File: config.mk
export PLATFORM = sky130hd
export DESIGN_NAME = pin_strap_adc_config_decoder
export DESIGN_NICKNAME = d
export VERILOG_FILES = /design/src/strap_pkg.sv /design/src/pin_strap_adc_config_decoder.sv
export VERILOG_INCLUDE_DIRS = /design/src
export SDC_FILE = /design/constraint.sdc
export NUM_CORES = 1
export LEC_CHECK = 0
export ABC_AREA = 1
export BUFFER_PORTS_ARGS = -buffer_cell sky130_fd_sc_hd__clkbuf_2
export CAP_MARGIN = 20
export CORE_AREA = 2 2 203 205
export DETAILED_ROUTE_END_ITERATION = 7
export DIE_AREA = 0 0 205 207
export GPL_TIMING_DRIVEN = 0
export PLACE_DENSITY = 0.51
export SLEW_MARGIN = 30
export SYNTH_ARGS = -nofsm -noshare
export SYNTH_HDL_FRONTEND = slang
export SYNTH_SLANG_ARGS = --single-unit
File: constraint.sdc
create_clock -name ref_clk -period 2.5 [get_ports ref_clk]
set_input_delay 0.25 -clock ref_clk [delete_from_list [all_inputs] [get_ports ref_clk]]
set_output_delay 0.25 -clock ref_clk [all_outputs]
set_load 0.01 [all_outputs]
File: src/strap_cfg.svh
// Constants for the pin-strap configuration decoder.
// Assumes inclusion by bare name from the decoder and its package users.
`ifndef STRAP_CFG_SVH
`define STRAP_CFG_SVH

// ****************************************************************
// Decimation ratios
// ****************************************************************
`define DECIM_X32 11'h020
`define DECIM_X64 11'h040
`define DECIM_X128 11'h080
`define DECIM_X1024 11'h400

// ****************************************************************
// Modulator dividers and mode code boundaries
// ****************************************************************
`define MOD_DIV_FAST 6'h04
`define MOD_DIV_MEDIAN 6'h08
`define MOD_DIV_ECO 6'h20
`define MODE_ONESHOT_BASE 4'hC
`define MODE_CODE_ECO_OS 4'hC
`define MODE_CODE_MED_OS 4'hD
`define MODE_CODE_FAST_HALF 4'hE

// ****************************************************************
// Status header layout and reset values
// ****************************************************************
`define HDR_ERR_BIT 7
`define HDR_NOT_SETTLED_BIT 6
`define HDR_SATURATED_BIT 5
`define HDR_FILTER_BIT 4
`define WORD_HDR_W 8
`define WORD_DATA_W 24
`define AIN_PRECHARGE_RST 1'b1
`define REF_PRECHARGE_RST 1'b0

`endif

File: src/strap_pkg.sv
// Types shared by the strap decoder and its users.
// Assumes no surroundings beyond a SystemVerilog compiler.
package strap_pkg;

  // ****************************************************************
  // Power mode, conversion style and filter type
  // ****************************************************************
  typedef enum logic [1:0] {
    POWER_ECO,
    POWER_MEDIAN,
    POWER_FAST
  } power_mode_t;

  typedef enum logic {
    CONV_STANDARD,
    CONV_ONESHOT
  } conv_style_t;

  typedef enum logic {
    FILTER_WIDEBAND,
    FILTER_SINC5
  } filter_t;

endpackage

File: src/pin_strap_adc_config_decoder.sv
// Pin-strap configuration decoder for a multichannel converter.
// Assumes strap pins and sync inputs come from a host off this clock.
`timescale 1ns/1ps
`include "strap_cfg.svh"

module pin_strap_adc_config_decoder #(
  parameter int CHANNELS = 8
) (
  input wire logic ref_clk,
  input wire logic rstn,
  input wire logic ctrl_mode_pin,
  input wire logic filter_pin,
  input wire logic decim_sel_hi,
  input wire logic decim_sel_lo,
  input wire logic op_strap_b3,
  input wire logic op_strap_b2,
  input wire logic op_strap_b1,
  input wire logic op_strap_b0,
  input wire logic output_layout_b0,
  input wire logic output_layout_b1,
  input wire logic start_pin,
  input wire logic sync_in_pin,
  input wire logic crc_error,
  input wire logic mem_bit_flip,
  input wire logic clock_missing,
  input wire logic [CHANNELS-1:0] filter_not_settled,
  input wire logic [CHANNELS-1:0] filter_saturated,
  input wire logic [CHANNELS-1:0] channel_standby,
  input wire logic [CHANNELS*24-1:0] conv_result,
  output logic strap_mode,
  output strap_pkg::filter_t filter_sel,
  output logic [10:0] decim_ratio,
  output strap_pkg::power_mode_t power_mode,
  output logic [1:0] bias_scale,
  output logic [5:0] mod_clk_div,
  output logic [3:0] data_clock_divider,
  output strap_pkg::conv_style_t conv_style,
  output logic [1:0] output_layout,
  output logic ain_precharge_en,
  output logic ref_precharge_en,
  output logic [CHANNELS*32-1:0] channel_word
);

  // ****************************************************************
  // Input synchronisers
  // ****************************************************************
  localparam int NPIN = 14;
  logic [NPIN-1:0] pin_meta;
  logic [NPIN-1:0] pin_sync;
  logic [NPIN-1:0] pin_raw;
  assign pin_raw = {ctrl_mode_pin, filter_pin, decim_sel_hi, decim_sel_lo,
                    op_strap_b3, op_strap_b2, op_strap_b1, op_strap_b0,
                    output_layout_b1, output_layout_b0, start_pin,
                    sync_in_pin, 2'h0};

  always_ff @(posedge ref_clk or negedge rstn) begin
    if (!rstn) begin
      pin_meta <= '0;
      pin_sync <= '0;
    end else begin
      pin_meta <= pin_raw;
      pin_sync <= pin_meta;
    end
  end

  logic s_ctrl;
  logic s_filter;
  logic [1:0] s_decim;
  logic [3:0] s_mode;
  logic [1:0] s_layout;
  logic s_start;
  logic s_sync;
  assign s_ctrl = pin_sync[13];
  assign s_filter = pin_sync[12];
  assign s_decim = pin_sync[11:10];
  assign s_mode = pin_sync[9:6];
  assign s_layout = pin_sync[5:4];
  assign s_start = pin_sync[3];
  assign s_sync = pin_sync[2];

  // ****************************************************************
  // Mode decode functions
  // ****************************************************************
  function automatic strap_pkg::power_mode_t decode_power(
    input logic [3:0] code
  );
    if (code >= `MODE_ONESHOT_BASE) begin
      unique case (code)
        `MODE_CODE_ECO_OS: decode_power = strap_pkg::POWER_ECO;
        `MODE_CODE_MED_OS: decode_power = strap_pkg::POWER_MEDIAN;
        default: decode_power = strap_pkg::POWER_FAST;
      endcase
    end else begin
      unique case (code[3:2])
        2'h0: decode_power = strap_pkg::POWER_ECO;
        2'h1: decode_power = strap_pkg::POWER_MEDIAN;
        default: decode_power = strap_pkg::POWER_FAST;
      endcase
    end
  endfunction

  function automatic logic [3:0] decode_serial_data_clock(input logic [3:0] code);
    if (code >= `MODE_ONESHOT_BASE) begin
      decode_serial_data_clock = (code == `MODE_CODE_FAST_HALF) ? 4'h2 : 4'h1;
    end else begin
      decode_serial_data_clock = 4'(4'h1 << code[1:0]);
    end
  endfunction

  function automatic logic [5:0] mod_div_of(
    input strap_pkg::power_mode_t pm
  );
    unique case (pm)
      strap_pkg::POWER_FAST: mod_div_of = `MOD_DIV_FAST;
      strap_pkg::POWER_MEDIAN: mod_div_of = `MOD_DIV_MEDIAN;
      default: mod_div_of = `MOD_DIV_ECO;
    endcase
  endfunction

  function automatic logic [10:0] decim_of(input logic [1:0] sel);
    unique case (sel)
      2'h0: decim_of = `DECIM_X32;
      2'h1: decim_of = `DECIM_X64;
      2'h2: decim_of = `DECIM_X128;
      default: decim_of = `DECIM_X1024;
    endcase
  endfunction

  // ****************************************************************
  // Capture control mode and load strap configuration
  // ****************************************************************
  // The first two cycles after reset release wait for the synchronisers, so
  // the straps seen are real pin levels rather than reset zeros.
  logic [1:0] boot_cnt;
  logic boot_load;
  logic start_d;
  logic sync_d;
  logic sync_accept;
  assign boot_load = (boot_cnt == 2'h2);
  assign sync_accept = strap_mode &&
                       ((s_start && !start_d) || (s_sync && !sync_d));

  always_ff @(posedge ref_clk or negedge rstn) begin
    if (!rstn) begin
      boot_cnt <= 2'h0;
      start_d <= 1'b0;
      sync_d <= 1'b0;
    end else begin
      if (boot_cnt != 2'h3) begin
        boot_cnt <= boot_cnt + 2'h1;
      end
      start_d <= s_start;
      sync_d <= s_sync;
    end
  end

  // Strap mode is the pin low, captured once; later changes are ignored.
  always_ff @(posedge ref_clk or negedge rstn) begin
    if (!rstn) begin
      strap_mode <= 1'b0;
    end else if (boot_load) begin
      strap_mode <= !s_ctrl;
    end
  end

  strap_pkg::power_mode_t next_power;
  assign next_power = decode_power(s_mode);

  always_ff @(posedge ref_clk or negedge rstn) begin
    if (!rstn) begin
      filter_sel <= strap_pkg::FILTER_SINC5;
      decim_ratio <= `DECIM_X1024;
      power_mode <= strap_pkg::POWER_ECO;
      bias_scale <= 2'h0;
      mod_clk_div <= `MOD_DIV_ECO;
      data_clock_divider <= 4'h8;
      conv_style <= strap_pkg::CONV_STANDARD;
      output_layout <= 2'h0;
    end else if ((boot_load && !s_ctrl) || sync_accept) begin
      filter_sel <= s_filter ? strap_pkg::FILTER_SINC5
                             : strap_pkg::FILTER_WIDEBAND;
      decim_ratio <= decim_of(s_decim);
      power_mode <= next_power;
      bias_scale <= next_power;
      mod_clk_div <= mod_div_of(next_power);
      data_clock_divider <= decode_serial_data_clock(s_mode);
      conv_style <= (s_mode >= `MODE_ONESHOT_BASE) ?
                    strap_pkg::CONV_ONESHOT :
                    strap_pkg::CONV_STANDARD;
      output_layout <= s_layout;
    end
  end

  // ****************************************************************
  // Precharge buffers
  // ****************************************************************
  always_ff @(posedge ref_clk or negedge rstn) begin
    if (!rstn) begin
      ain_precharge_en <= `AIN_PRECHARGE_RST;
      ref_precharge_en <= `REF_PRECHARGE_RST;
    end else if (strap_mode) begin
      ain_precharge_en <= `AIN_PRECHARGE_RST;
      ref_precharge_en <= `REF_PRECHARGE_RST;
    end
  end

  // ****************************************************************
  // Status header and output words
  // ****************************************************************
  // The fault flag is sticky until reset, since only a reset cures it.
  logic fault_seen;
  always_ff @(posedge ref_clk or negedge rstn) begin
    if (!rstn) begin
      fault_seen <= 1'b0;
    end else if (crc_error || mem_bit_flip || clock_missing) begin
      fault_seen <= 1'b1;
    end
  end

  logic [CHANNELS*32-1:0] next_word;
  always_comb begin
    next_word = '0;
    for (int ch = 0; ch < CHANNELS; ch++) begin
      if (!channel_standby[ch]) begin
        next_word[ch*32 + 24 + `HDR_ERR_BIT] =
          fault_seen || crc_error || mem_bit_flip || clock_missing;
        next_word[ch*32 + 24 + `HDR_NOT_SETTLED_BIT] =
          filter_not_settled[ch];
        next_word[ch*32 + 24 + `HDR_SATURATED_BIT] =
          filter_saturated[ch];
        next_word[ch*32 + 24 + `HDR_FILTER_BIT] =
          (filter_sel == strap_pkg::FILTER_WIDEBAND);
        next_word[ch*32 +: `WORD_DATA_W] =
          conv_result[ch*24 +: `WORD_DATA_W];
      end
    end
  end

  always_ff @(posedge ref_clk or negedge rstn) begin
    if (!rstn) begin
      channel_word <= '0;
    end else begin
      channel_word <= next_word;
    end
  end

endmodule // pin_strap_adc_config_decoder

==> results of run 1 <==
metrics by stage:
stage,utilization,hold slack (ns)
2_1_floorplan,-,-0.0456
3_3_place_gp,0.311,0.334
3_5_place_dp,0.314,0.241
4_1_cts,0.399,0.00599
5_1_grt,0.399,0.0243
6_report,0.399,0.0319
how the worst max path moves through the flow:
stage	start	endpoint	slack (ns)	cells after the start
finish	rstn	channel_word[47]	0.96	5
floorplan	boot_cnt[0]	data_clock_divider[0]	1.31	7
detailed placement	rstn	filter_sel	0.85	4
global placement	rstn	channel_word[39]	-4.64	1
CTS	rstn	filter_sel	0.87	5
global route	rstn	channel_word[61]	0.72	5
sequential cells by signal, indices dropped and copies added (netlist names):
name	count
bias_scale	2
conv_style	1
fault_seen	1
output_layout	2
data_clock_divider	4
channel_word	224
strap_mode	1
filter_sel	1
pin_meta	12
sync_d	1
pin_sync	12
start_d	1
decim_ratio	4
mod_clk_div	3
boot_cnt	2
final cells by class:
class	instances	share of cell area
Inverter	224	0.0522
Tap cell	532	0.0413
Antenna cell	2	0.000311
Sequential cell	271	0.421
Timing Repair Buffer	710	0.301
Clock buffer	46	0.0573
Clock inverter	10	0.00699
Buffer	74	0.0306
Multi-Input combinational cell	349	0.0890
report_power, final:
group	switching [mW]	internal, mW
clock	1.82	2.74
combinational	0.726	0.701
sequential	0.0895	4.64
total	2.64	8.08
metal layers:
| layer | track usage | part of all wire | vias up |
|---|---|---|---|
| li1 | - | - | 3940 |
| met1 | 0.162 | 0.39 | 3802 |
| met2 | 0.249 | 0.49 | 358 |
| met3 | 0.0450 | 0.092 | 64 |
| met4 | 0.0499 | 0.028 | 0 |
| met5 | 0 | 0 | - |
cells by family (layout without fill, tap and decap cells):
group | after synthesis | after routing | share of synthesized area
other | 2 | 46 | 0.000799
AOI/OAI and AO/OA | 14 | 14 | 0.00945
buffers and inverters | 298 | 1064 | 0.142
adders and majority gates | 4 | 4 | 0.00533
DFF | 271 | 271 | 0.722
xor gates and xnor gates | 1 | 1 | 0.000932
and+or+nand+nor | 286 | 286 | 0.119
cells in the final DEF, fill, tap and decap left out, types with 7 or more instances in the layout:
cell,instances
clkbuf_2,467
conb_1,44
buf_2,25
a31oi_1,8
dlygate4sd3_1,238
clkbuf_8,10
buf_4,47
dfrtp_1,267
nand2_1,41
inv_1,221
clkbuf_1,7
nor2_1,220
clkbuf_16,31
nand3_1,19
worst reg2reg max path, stage by stage, from the launching register on:
cell and delay (ns):
dfstp_2 0.52, clkbuf_1 0.60, nand3_1 0.14, nand2_1 0.11
timing repair:
| item | CTS | global route |
|---|---|---|
| hold buffers | 238 | 0 |
| setup buffers | 0 | 0 |
| hold endpoints to repair | 270 | 0 |
| setup endpoints to repair | 0 | 0 |
==> qor.yml, run 1 <==
placement:
  placed_area_mm2: 0.0127
  gp_congestion: 0.814
  place_inst: 1922
  io_buffers: 468
  dp_hpwl_um: 21900
  post-place-ws_ns: 0.850
global_routing:
  grt_max_degree: 79
  grt_overflow: 0
  grt_pass1_wl_um: 47400
  grt_pass1_vias: 8903
  grt_antenna_before_repair: 2
  grt_util_all_layers: 0.142
route:
  wire_per_inst_um: 14.0
  avgViaCountPerCell: 3.68
  first_pass_iters: 4
  num_vias: 8164
  drt_iter0_drc: 264
  route.antenna.remaining_nets: 0
  drc: 0
  finalWirelength_um: 31100
synthesis:
  ys_seq_area_frac: 0.722
  yosysTopAreaCell: "dfrtp_1"
  yosysTopAreaCellShare: 0.711
  yosys-top-cells-count: "267 x dfrtp_1, 221 x inv_1, 220 x nor2_1"
  synth-seq-cells: 271
  syn_inst: 876
  yosys.cell_count.top_type: "dfrtp_1"
  async_reset_ff_frac: 1.00
  synthesis.area_mm2: 0.00940
  yosysWarnings: 0
  synth_edf_count: 0
  synthFlopType: "dfrtp_1"
  synthDistinctLibCells: 24
  ys_top_cells_by_area: "dfrtp_1 71%, inv_1 8.8%, nor2_1 8.8%"
  syn_avg_cell_area_um2: 10.7
setup_path:
  rrSetupSlack_ns: 1.06
  regToRegStartpoint: "filter_sel"
  cp_num_buf_inv: 5
  rr_endpoint: "filter_sel"
  cp_data_arrival_time_ns: 2.24
  crit_family: "buffers and inverters"
  cp_cell_sequence: "dlygate4sd3_1, clkbuf_8, buf_16, buf_16, buf_16"
  start_kind: "primary input"
  criticalPathCategory: "in -> async"
  r2r_cells: 3
  cp_max_fo: 78
  crit_slowest_cell: "dlygate4sd3_1"
  required_ns: 3.20
  slowest_delay_ns: 0.55
  cp_common_cell: "buf_16"
  crit_path_end_kind: "async pin"
sta:
  period_needed_ns: 1.54
  tightest_slew_ns: 0.803
  setup_ws_ns: 0.957
  slew_headroom: 0.465
  fin_tns_setup_ns: 0
  clock_skew_ns: 0.0153
  setup_viol: 0
  drv_slew: 0
  fmax_ghz: 0.648
  hold_viol: 0
  rsz0062_at_grt: "false"
  post-route-period-util: 0.617
cells_and_area:
  syn_to_final_growth_pct: 71.4
  regArea_mm2: 0.00679
  finalNetCount: 1897
  instances_no_fill: 2218
  multi_input_area_mm2: 0.00143
  stdcell_area_mm2: 0.0161
  fillCellCount: 3946
  layout-drive-gt1-share: 0.360
cts:
  clkTransAtPathRegs_ns: 0.06
  clock_sinks: 271
  clockBufferDepth: 3
  cts_root_buf: "clkbuf_16"
  cts_tree: "built"
  clock_latency_ns: 0.56
  h-tree-depth: 1
  numCtsBuffers: 30
  postCtsResizedCells: 0
worst_hold_path:
  hold_path_class: "in -> reg"
  worstHoldStart: "channel_standby[1]"
  worstHoldEndpoint: "channel_word[35]"
  hold_depth: 2
floorplanning:
  rows: 74
  core-area_mm2: 0.0404
  die_width_um: 205
  initial_core_util: 0.233
  pin_count: 521
  fp.dieArea_mm2: 0.0424
  die_height_um: 207
run_status:
  status: "completed"
pwr:
  finalPower_mw: 10.7
  leakage_nw: 9.37
  power.density_mw_per_mm2: 666
  vdd_drop_max_v: 0.000471
flow_run:
  maxCapViolations: 0
(Power assumes the default switching activity.)
==> inputs of run 2 (changes only) <==
- CORE_AREA: 2 2 203 205 -> 2 2 200 202
- DIE_AREA: 0 0 205 207 -> 0 0 202 204
- PLACE_DENSITY: 0.51 -> 0.52
- clock period: 2.5 -> 1.5 ns (I/O delays scaled with it)
==> run 2 against run 1 <==
Clock power up 66%. Via count up 1.8%. Sequential cell count unchanged. Combinational power up 73%. Power up 67%. Wire length up 1.9%. Largest cell class unchanged. Highest routed layer unchanged.
==> qor.yml, run 2 (same netlist as run 1, synthesis figures left out) <==
run_status:
  status: "completed"
placement:
  placed_area_mm2: 0.0127  # about the same
  dp_hpwl_um: 21900  # about the same
  io_buffers: 468  # unchanged
  place_inst: 1915  # -0.36%
  gp_congestion: 0.786  # -3.5%
global_routing:
  grt_max_degree: 70  # -11%
  grt_pass1_vias: 8754  # -1.7%
  grt_overflow: 0  # unchanged
  grt_pass1_wl_um: 47500  # +0.13%
  grt_util_all_layers: 0.148  # +0.00565
  grt_antenna_before_repair: 1  # -1
setup_path:
  start_kind: "register"
  cp_num_cells: 1  # -4
  r2r_cells: 7  # +4
  cp_data_arrival_time_ns: 1.23  # -1.01 ns
  rrSetupSlack_ns: 0.15  # -0.91 ns
  cp_max_fo: 2  # -97%
  critPathLaunch: "data_clock_divider[3]"
  endpoint: "data_clock_divider[3]"
  slowest_delay_ns: 0.53  # -0.02 ns
  rr_endpoint: "data_clock_divider[1]"
  cp_cell_sequence: "clkbuf_2"
  required_ns: 1.35  # -1.85 ns
  regToRegStartpoint: "boot_cnt[0]"
  crit_slowest_cell: "dfstp_2"
  cp_num_buf_inv: 1  # -4
  crit_path_end_kind: "output pin"
  crit_family: "flip-flops"
  criticalPathCategory: "reg -> out"
sta:
  rsz0062_at_grt: "false"
  slew_headroom: 0.630  # +0.165
  post-route-period-util: 0.919
  drv_slew: 0  # unchanged
  period_needed_ns: 1.38
  tightest_slew_ns: 0.555  # -0.248 ns
  clock_skew_ns: 0.0153  # -0.0000472 ns
  fmax_ghz: 0.726
  setup_viol: 0  # unchanged
  hold_viol: 0  # unchanged
cells_and_area:
  syn_to_final_growth_pct: 75.9
  layout-drive-gt1-share: 0.350  # -0.00937
  finalNetCount: 1941  # +2.3%
  fillCellCount: 3706  # -6.1%
  multi_input_area_mm2: 0.00144  # +0.35%
  regArea_mm2: 0.00679  # unchanged
  instances_no_fill: 2255  # +1.7%
  mostFrequentLayoutCells: "468 x clkbuf_2, 281 x dlygate4sd3_1, 267 x dfrtp_1"
  layout_commonest_cell: "clkbuf_2"
  stdcell_area_mm2: 0.0165  # +2.7%
  largestRegisters: "channel_word (224), pin_meta (12), pin_sync (12)"
  largest_reg_flops: 224  # unchanged
  top_register: "channel_word"
floorplanning:
  pin_count: 521  # unchanged
  core-area_mm2: 0.0392  # -2.9%
  die_width_um: 202  # -1.5%
  initial_core_util: 0.240  # +0.00704
  rows: 73  # -1.4%
  die_height_um: 204  # -1.4%
  fp.dieArea_mm2: 0.0412  # -2.9%
cts:
  clockBufferDepth: 3  # unchanged
  clock_latency_ns: 0.56  # about the same
  cts_tree: "built"
  clkTransAtPathRegs_ns: 0.06  # about the same
  numCtsBuffers: 31  # +3.3%
  h-tree-depth: 1  # unchanged
  clock_sinks: 271  # unchanged
  cts_root_buf: "clkbuf_16"
route:
  num_vias: 8312  # +1.8%
  avgViaCountPerCell: 3.69  # +0.14%
  route.antenna.remaining_nets: 0  # unchanged
  finalWirelength_um: 31700  # +1.9%
  wire_per_inst_um: 14.1  # +0.21%
  first_pass_iters: 6  # +2
  drc: 0  # unchanged
  drt_iter0_drc: 263  # -0.38%
pwr:
  vdd_drop_max_v: 0.000765  # +63%
  leakage_nw: 9.61  # +2.6%
  power.density_mw_per_mm2: 1080  # +63%
worst_hold_path:
  hold_path_class: "in -> reg"
flow_run:
  maxCapViolations: 0  # unchanged
-- run 2: changes by cell type in the layout (fill, tap and decap cells not counted), sizes merged --
cell         before  now
dlygate4sd3     238  281
clkbuf          515  517
clkinvlp          2    1
diode             2    1
inv             223  224
-- run 2: final cells by class --
type	instances	share of cell area
well taps	525	0.0397
clock buffers	48	0.0556
inverters	224	0.0509
flip-flops and latches	271	0.411
plain buffers	74	0.0299
multi-input cells	349	0.0870
clock inverters	10	0.00711
repair buffers	753	0.319
diodes	1	0.000151
-- run 2: routing by layer --
layer | GRT usage | wire (um) | vias to the layer above
met5 | 0 | 0 | -
met1 | 0.167 | 12300 | 3880
met2 | 0.268 | 16200 | 348
met3 | 0.0429 | 2550 | 51
li1 | - | - | 4033
met4 | 0.0465 | 749 | 0
-- run 2: worst min-delay path by stage --
stage / from / to / slack, ns / cells after the start
floorplan: rstn / bias_scale[0] / -0.15 / 0
global placement: decim_sel_lo / pin_meta[10] / 0.26 / 1
detailed placement: rstn / channel_word[231] / 0.11 / 1
CTS: channel_standby[7] / channel_word[255] / 0.002 / 2
global route: channel_standby[7] / channel_word[255] / 0.01 / 2
finish: channel_standby[7] / channel_word[255] / 0.02 / 2
-- run 2: power breakdown --
part           internal, mW  total (mW)  switching (mW)
clock                  4.55        7.55            3.00
sequential             7.74        7.90           0.154
combinational          1.24        2.47            1.23
total                  13.5        17.9            4.38
-- run 2: repair_timing --
action,in CTS,in global routing
gates resized for setup,0,4
hold buffers,281,0
setup endpoints to repair,0,7
hold endpoints to repair,317,0
setup buffers,0,0
-- run 2: metrics by stage --
stage           util  power (mW)  setup slack (ns)  TNS (ns)  hold slack, ns
5_1_grt        0.422        18.8            0.0526         0          0.0144
4_1_cts        0.422        18.2           0.00179         0         0.00210
2_1_floorplan      -        8.79             0.307         0          -0.146
3_5_place_dp   0.323        9.91            0.0157         0           0.109
3_3_place_gp   0.320        9.85             -5.52  -1478.24           0.260
6_report       0.422        17.9             0.122         0          0.0162
==> inputs of run 3 (changes only) <==
- MAX_ROUTING_LAYER: not set -> met4
==> run 3 against run 2 <==
Sequential share of layout area unchanged. Maximum frequency down 0.16%. Wire length up 0.15%. Combinational power about the same. Critical path type unchanged. Critical endpoint is now power_mode[1]. Largest cell class unchanged.
==> qor.yml, run 3 (same netlist as run 1, synthesis figures left out) <==
run_status:
  status: "completed"
sta:
  rsz0062_at_grt: "false"
  setup_ws_ns: 0.120  # -0.00214 ns
  setup_viol: 0  # unchanged
  period_needed_ns: 1.38  # +0.00214 ns
  clock_skew_ns: 0.0128  # -0.00241 ns
  post-route-period-util: 0.920  # +0.00143
  hold_viol: 0  # unchanged
  drv_slew: 0  # unchanged
  tightest_slew_ns: 0.556  # +0.00123 ns
  fmax_ghz: 0.724  # -0.16%
  slew_headroom: 0.629  # -0.000821
route:
  wire_per_inst_um: 14.1  # +0.15%
  drt_iter0_drc: 294  # +12%
  drc: 0  # unchanged
  first_pass_iters: 4  # -2
  finalWirelength_um: 31800  # +0.15%
  route.antenna.remaining_nets: 0  # unchanged
  avgViaCountPerCell: 3.70  # +0.37%
  num_vias: 8343  # +0.37%
worst_hold_path:
  hold_depth: 2  # unchanged
  worstHoldStart: "channel_standby[7]"
  hold_path_class: "in -> reg"
  worstHoldEndpoint: "channel_word[255]"
floorplanning:
  die_height_um: 204  # unchanged
  rows: 73  # unchanged
  die_width_um: 202  # unchanged
  pin_count: 521  # unchanged
  core-area_mm2: 0.0392  # unchanged
  fp.dieArea_mm2: 0.0412  # unchanged
  initial_core_util: 0.240  # unchanged
cells_and_area:
  layout_commonest_cell: "clkbuf_2"
  top_register: "channel_word"
  largestRegisters: "channel_word (224), pin_meta (12), pin_sync (12)"
  mostFrequentLayoutCells: "468 x clkbuf_2, 281 x dlygate4sd3_1, 267 x dfrtp_1"
  finalNetCount: 1941  # unchanged
  syn_to_final_growth_pct: 75.9  # unchanged
  fillCellCount: 3706  # unchanged
  largest_reg_flops: 224  # unchanged
  layout-drive-gt1-share: 0.350  # unchanged
  instances_no_fill: 2255  # unchanged
setup_path:
  crit_family: "flip-flops"
  cp_num_buf_inv: 2  # +1
  start_kind: "register"
  cp_cell_sequence: "buf_4, clkbuf_2"
  slowest_delay_ns: 0.41  # -0.12 ns
  rrSetupSlack_ns: 0.16  # about the same
  regToRegStartpoint: "boot_cnt[0]"
  crit_slowest_cell: "dfrtp_1"
  rr_endpoint: "data_clock_divider[1]"
  required_ns: 1.35  # about the same
  r2r_cells: 7  # unchanged
  cp_data_arrival_time_ns: 1.23  # about the same
  crit_path_end_kind: "output pin"
  criticalPathCategory: "reg -> out"
  cp_max_fo: 3  # +1
cts:
  cts_tree: "built"
  clockBufferDepth: 3  # unchanged
  h-tree-depth: 1  # unchanged
  clock_sinks: 271  # unchanged
  numCtsBuffers: 31  # unchanged
  postCtsSetupBuffers: 0  # unchanged
  clkTransAtPathRegs_ns: 0.06  # about the same
  cts_root_buf: "clkbuf_16"
  clock_latency_ns: 0.57  # about the same
placement:
  dp_hpwl_um: 21900  # unchanged
  io_buffers: 468  # unchanged
  post-place-ws_ns: 0.0157  # unchanged
  gp_congestion: 0.797  # +1.4%
  place_inst: 1915  # unchanged
global_routing:
  grt_overflow: 0  # unchanged
  grt_util_all_layers: 0.152  # +0.00453
  grt_pass1_vias: 8776  # +0.25%
  grt_pass1_wl_um: 47400  # -0.22%
  grt_max_degree: 70  # unchanged
  grt_antenna_before_repair: 1  # unchanged
flow_run:
  maxCapViolations: 0  # unchanged
pwr:
  leakage_nw: 9.61  # unchanged
  vdd_drop_max_v: 0.000764  # -0.15%
  power.density_mw_per_mm2: 1090  # +0.14%
run 3: where the power goes:
group	total, mW	internal [mW]	switching, mW
Combinational	2.47	1.24	1.23
Clock	7.57	4.55	3.02
Sequential	7.90	7.74	0.154
Total	17.9	13.5	4.40
run 3: repair_timing:
action,CTS,global route
hold endpoints to repair,317,0
hold buffers,281,0
gates resized for setup,0,4
setup endpoints to repair,0,7
run 3: through the flow:
stage | utilization | total power [mW] | hold slack [ns] | setup TNS (ns) | instance area, um2
floorplan | - | 8.79 | -0.146 | 0 | 9550
global placement | 0.320 | 9.85 | 0.260 | -1478.24 | 12600
detailed placement | 0.323 | 9.91 | 0.109 | 0 | 12700
CTS | 0.422 | 18.2 | 0.00210 | 0 | 16500
global route | 0.422 | 18.8 | 0.0144 | 0 | 16500
finish | 0.422 | 17.9 | 0.0111 | 0 | 16500
run 3: per-layer routing:
layer,up-vias,GRT usage,part of all wire
li1,4033,-,-
met1,3909,0.172,0.40
met2,348,0.268,0.51
met3,53,0.0351,0.071
met4,0,0.0465,0.022
met5,-,-,0
run 3: how the worst max path moves through the flow:
stage                       start                     to  slack (ns)  cells after the start
finish              bias_scale[1]          power_mode[1]        0.12                      2
global route          boot_cnt[0]  data_clock_divider[1]        0.05                      7
CTS                    filter_sel             filter_sel       0.002                      3
detailed placement     filter_sel             filter_sel        0.02                      3
global placement             rstn        channel_word[2]       -5.52                      1
floorplan             boot_cnt[0]  data_clock_divider[0]        0.31                      7
run 3: cell type report:
cell class | count | area, um2 | share of cell area
Timing Repair Buffer | 753 | 5270 | 0.319
Antenna cell | 1 | 2.50 | 0.000151
Clock inverter | 10 | 118 | 0.00711
Sequential cell | 271 | 6790 | 0.411
Multi-Input combinational cell | 349 | 1440 | 0.0870
Clock buffer | 48 | 920 | 0.0556
Tap cell | 525 | 657 | 0.0397
Buffer | 74 | 494 | 0.0299
Inverter | 224 | 841 | 0.0509
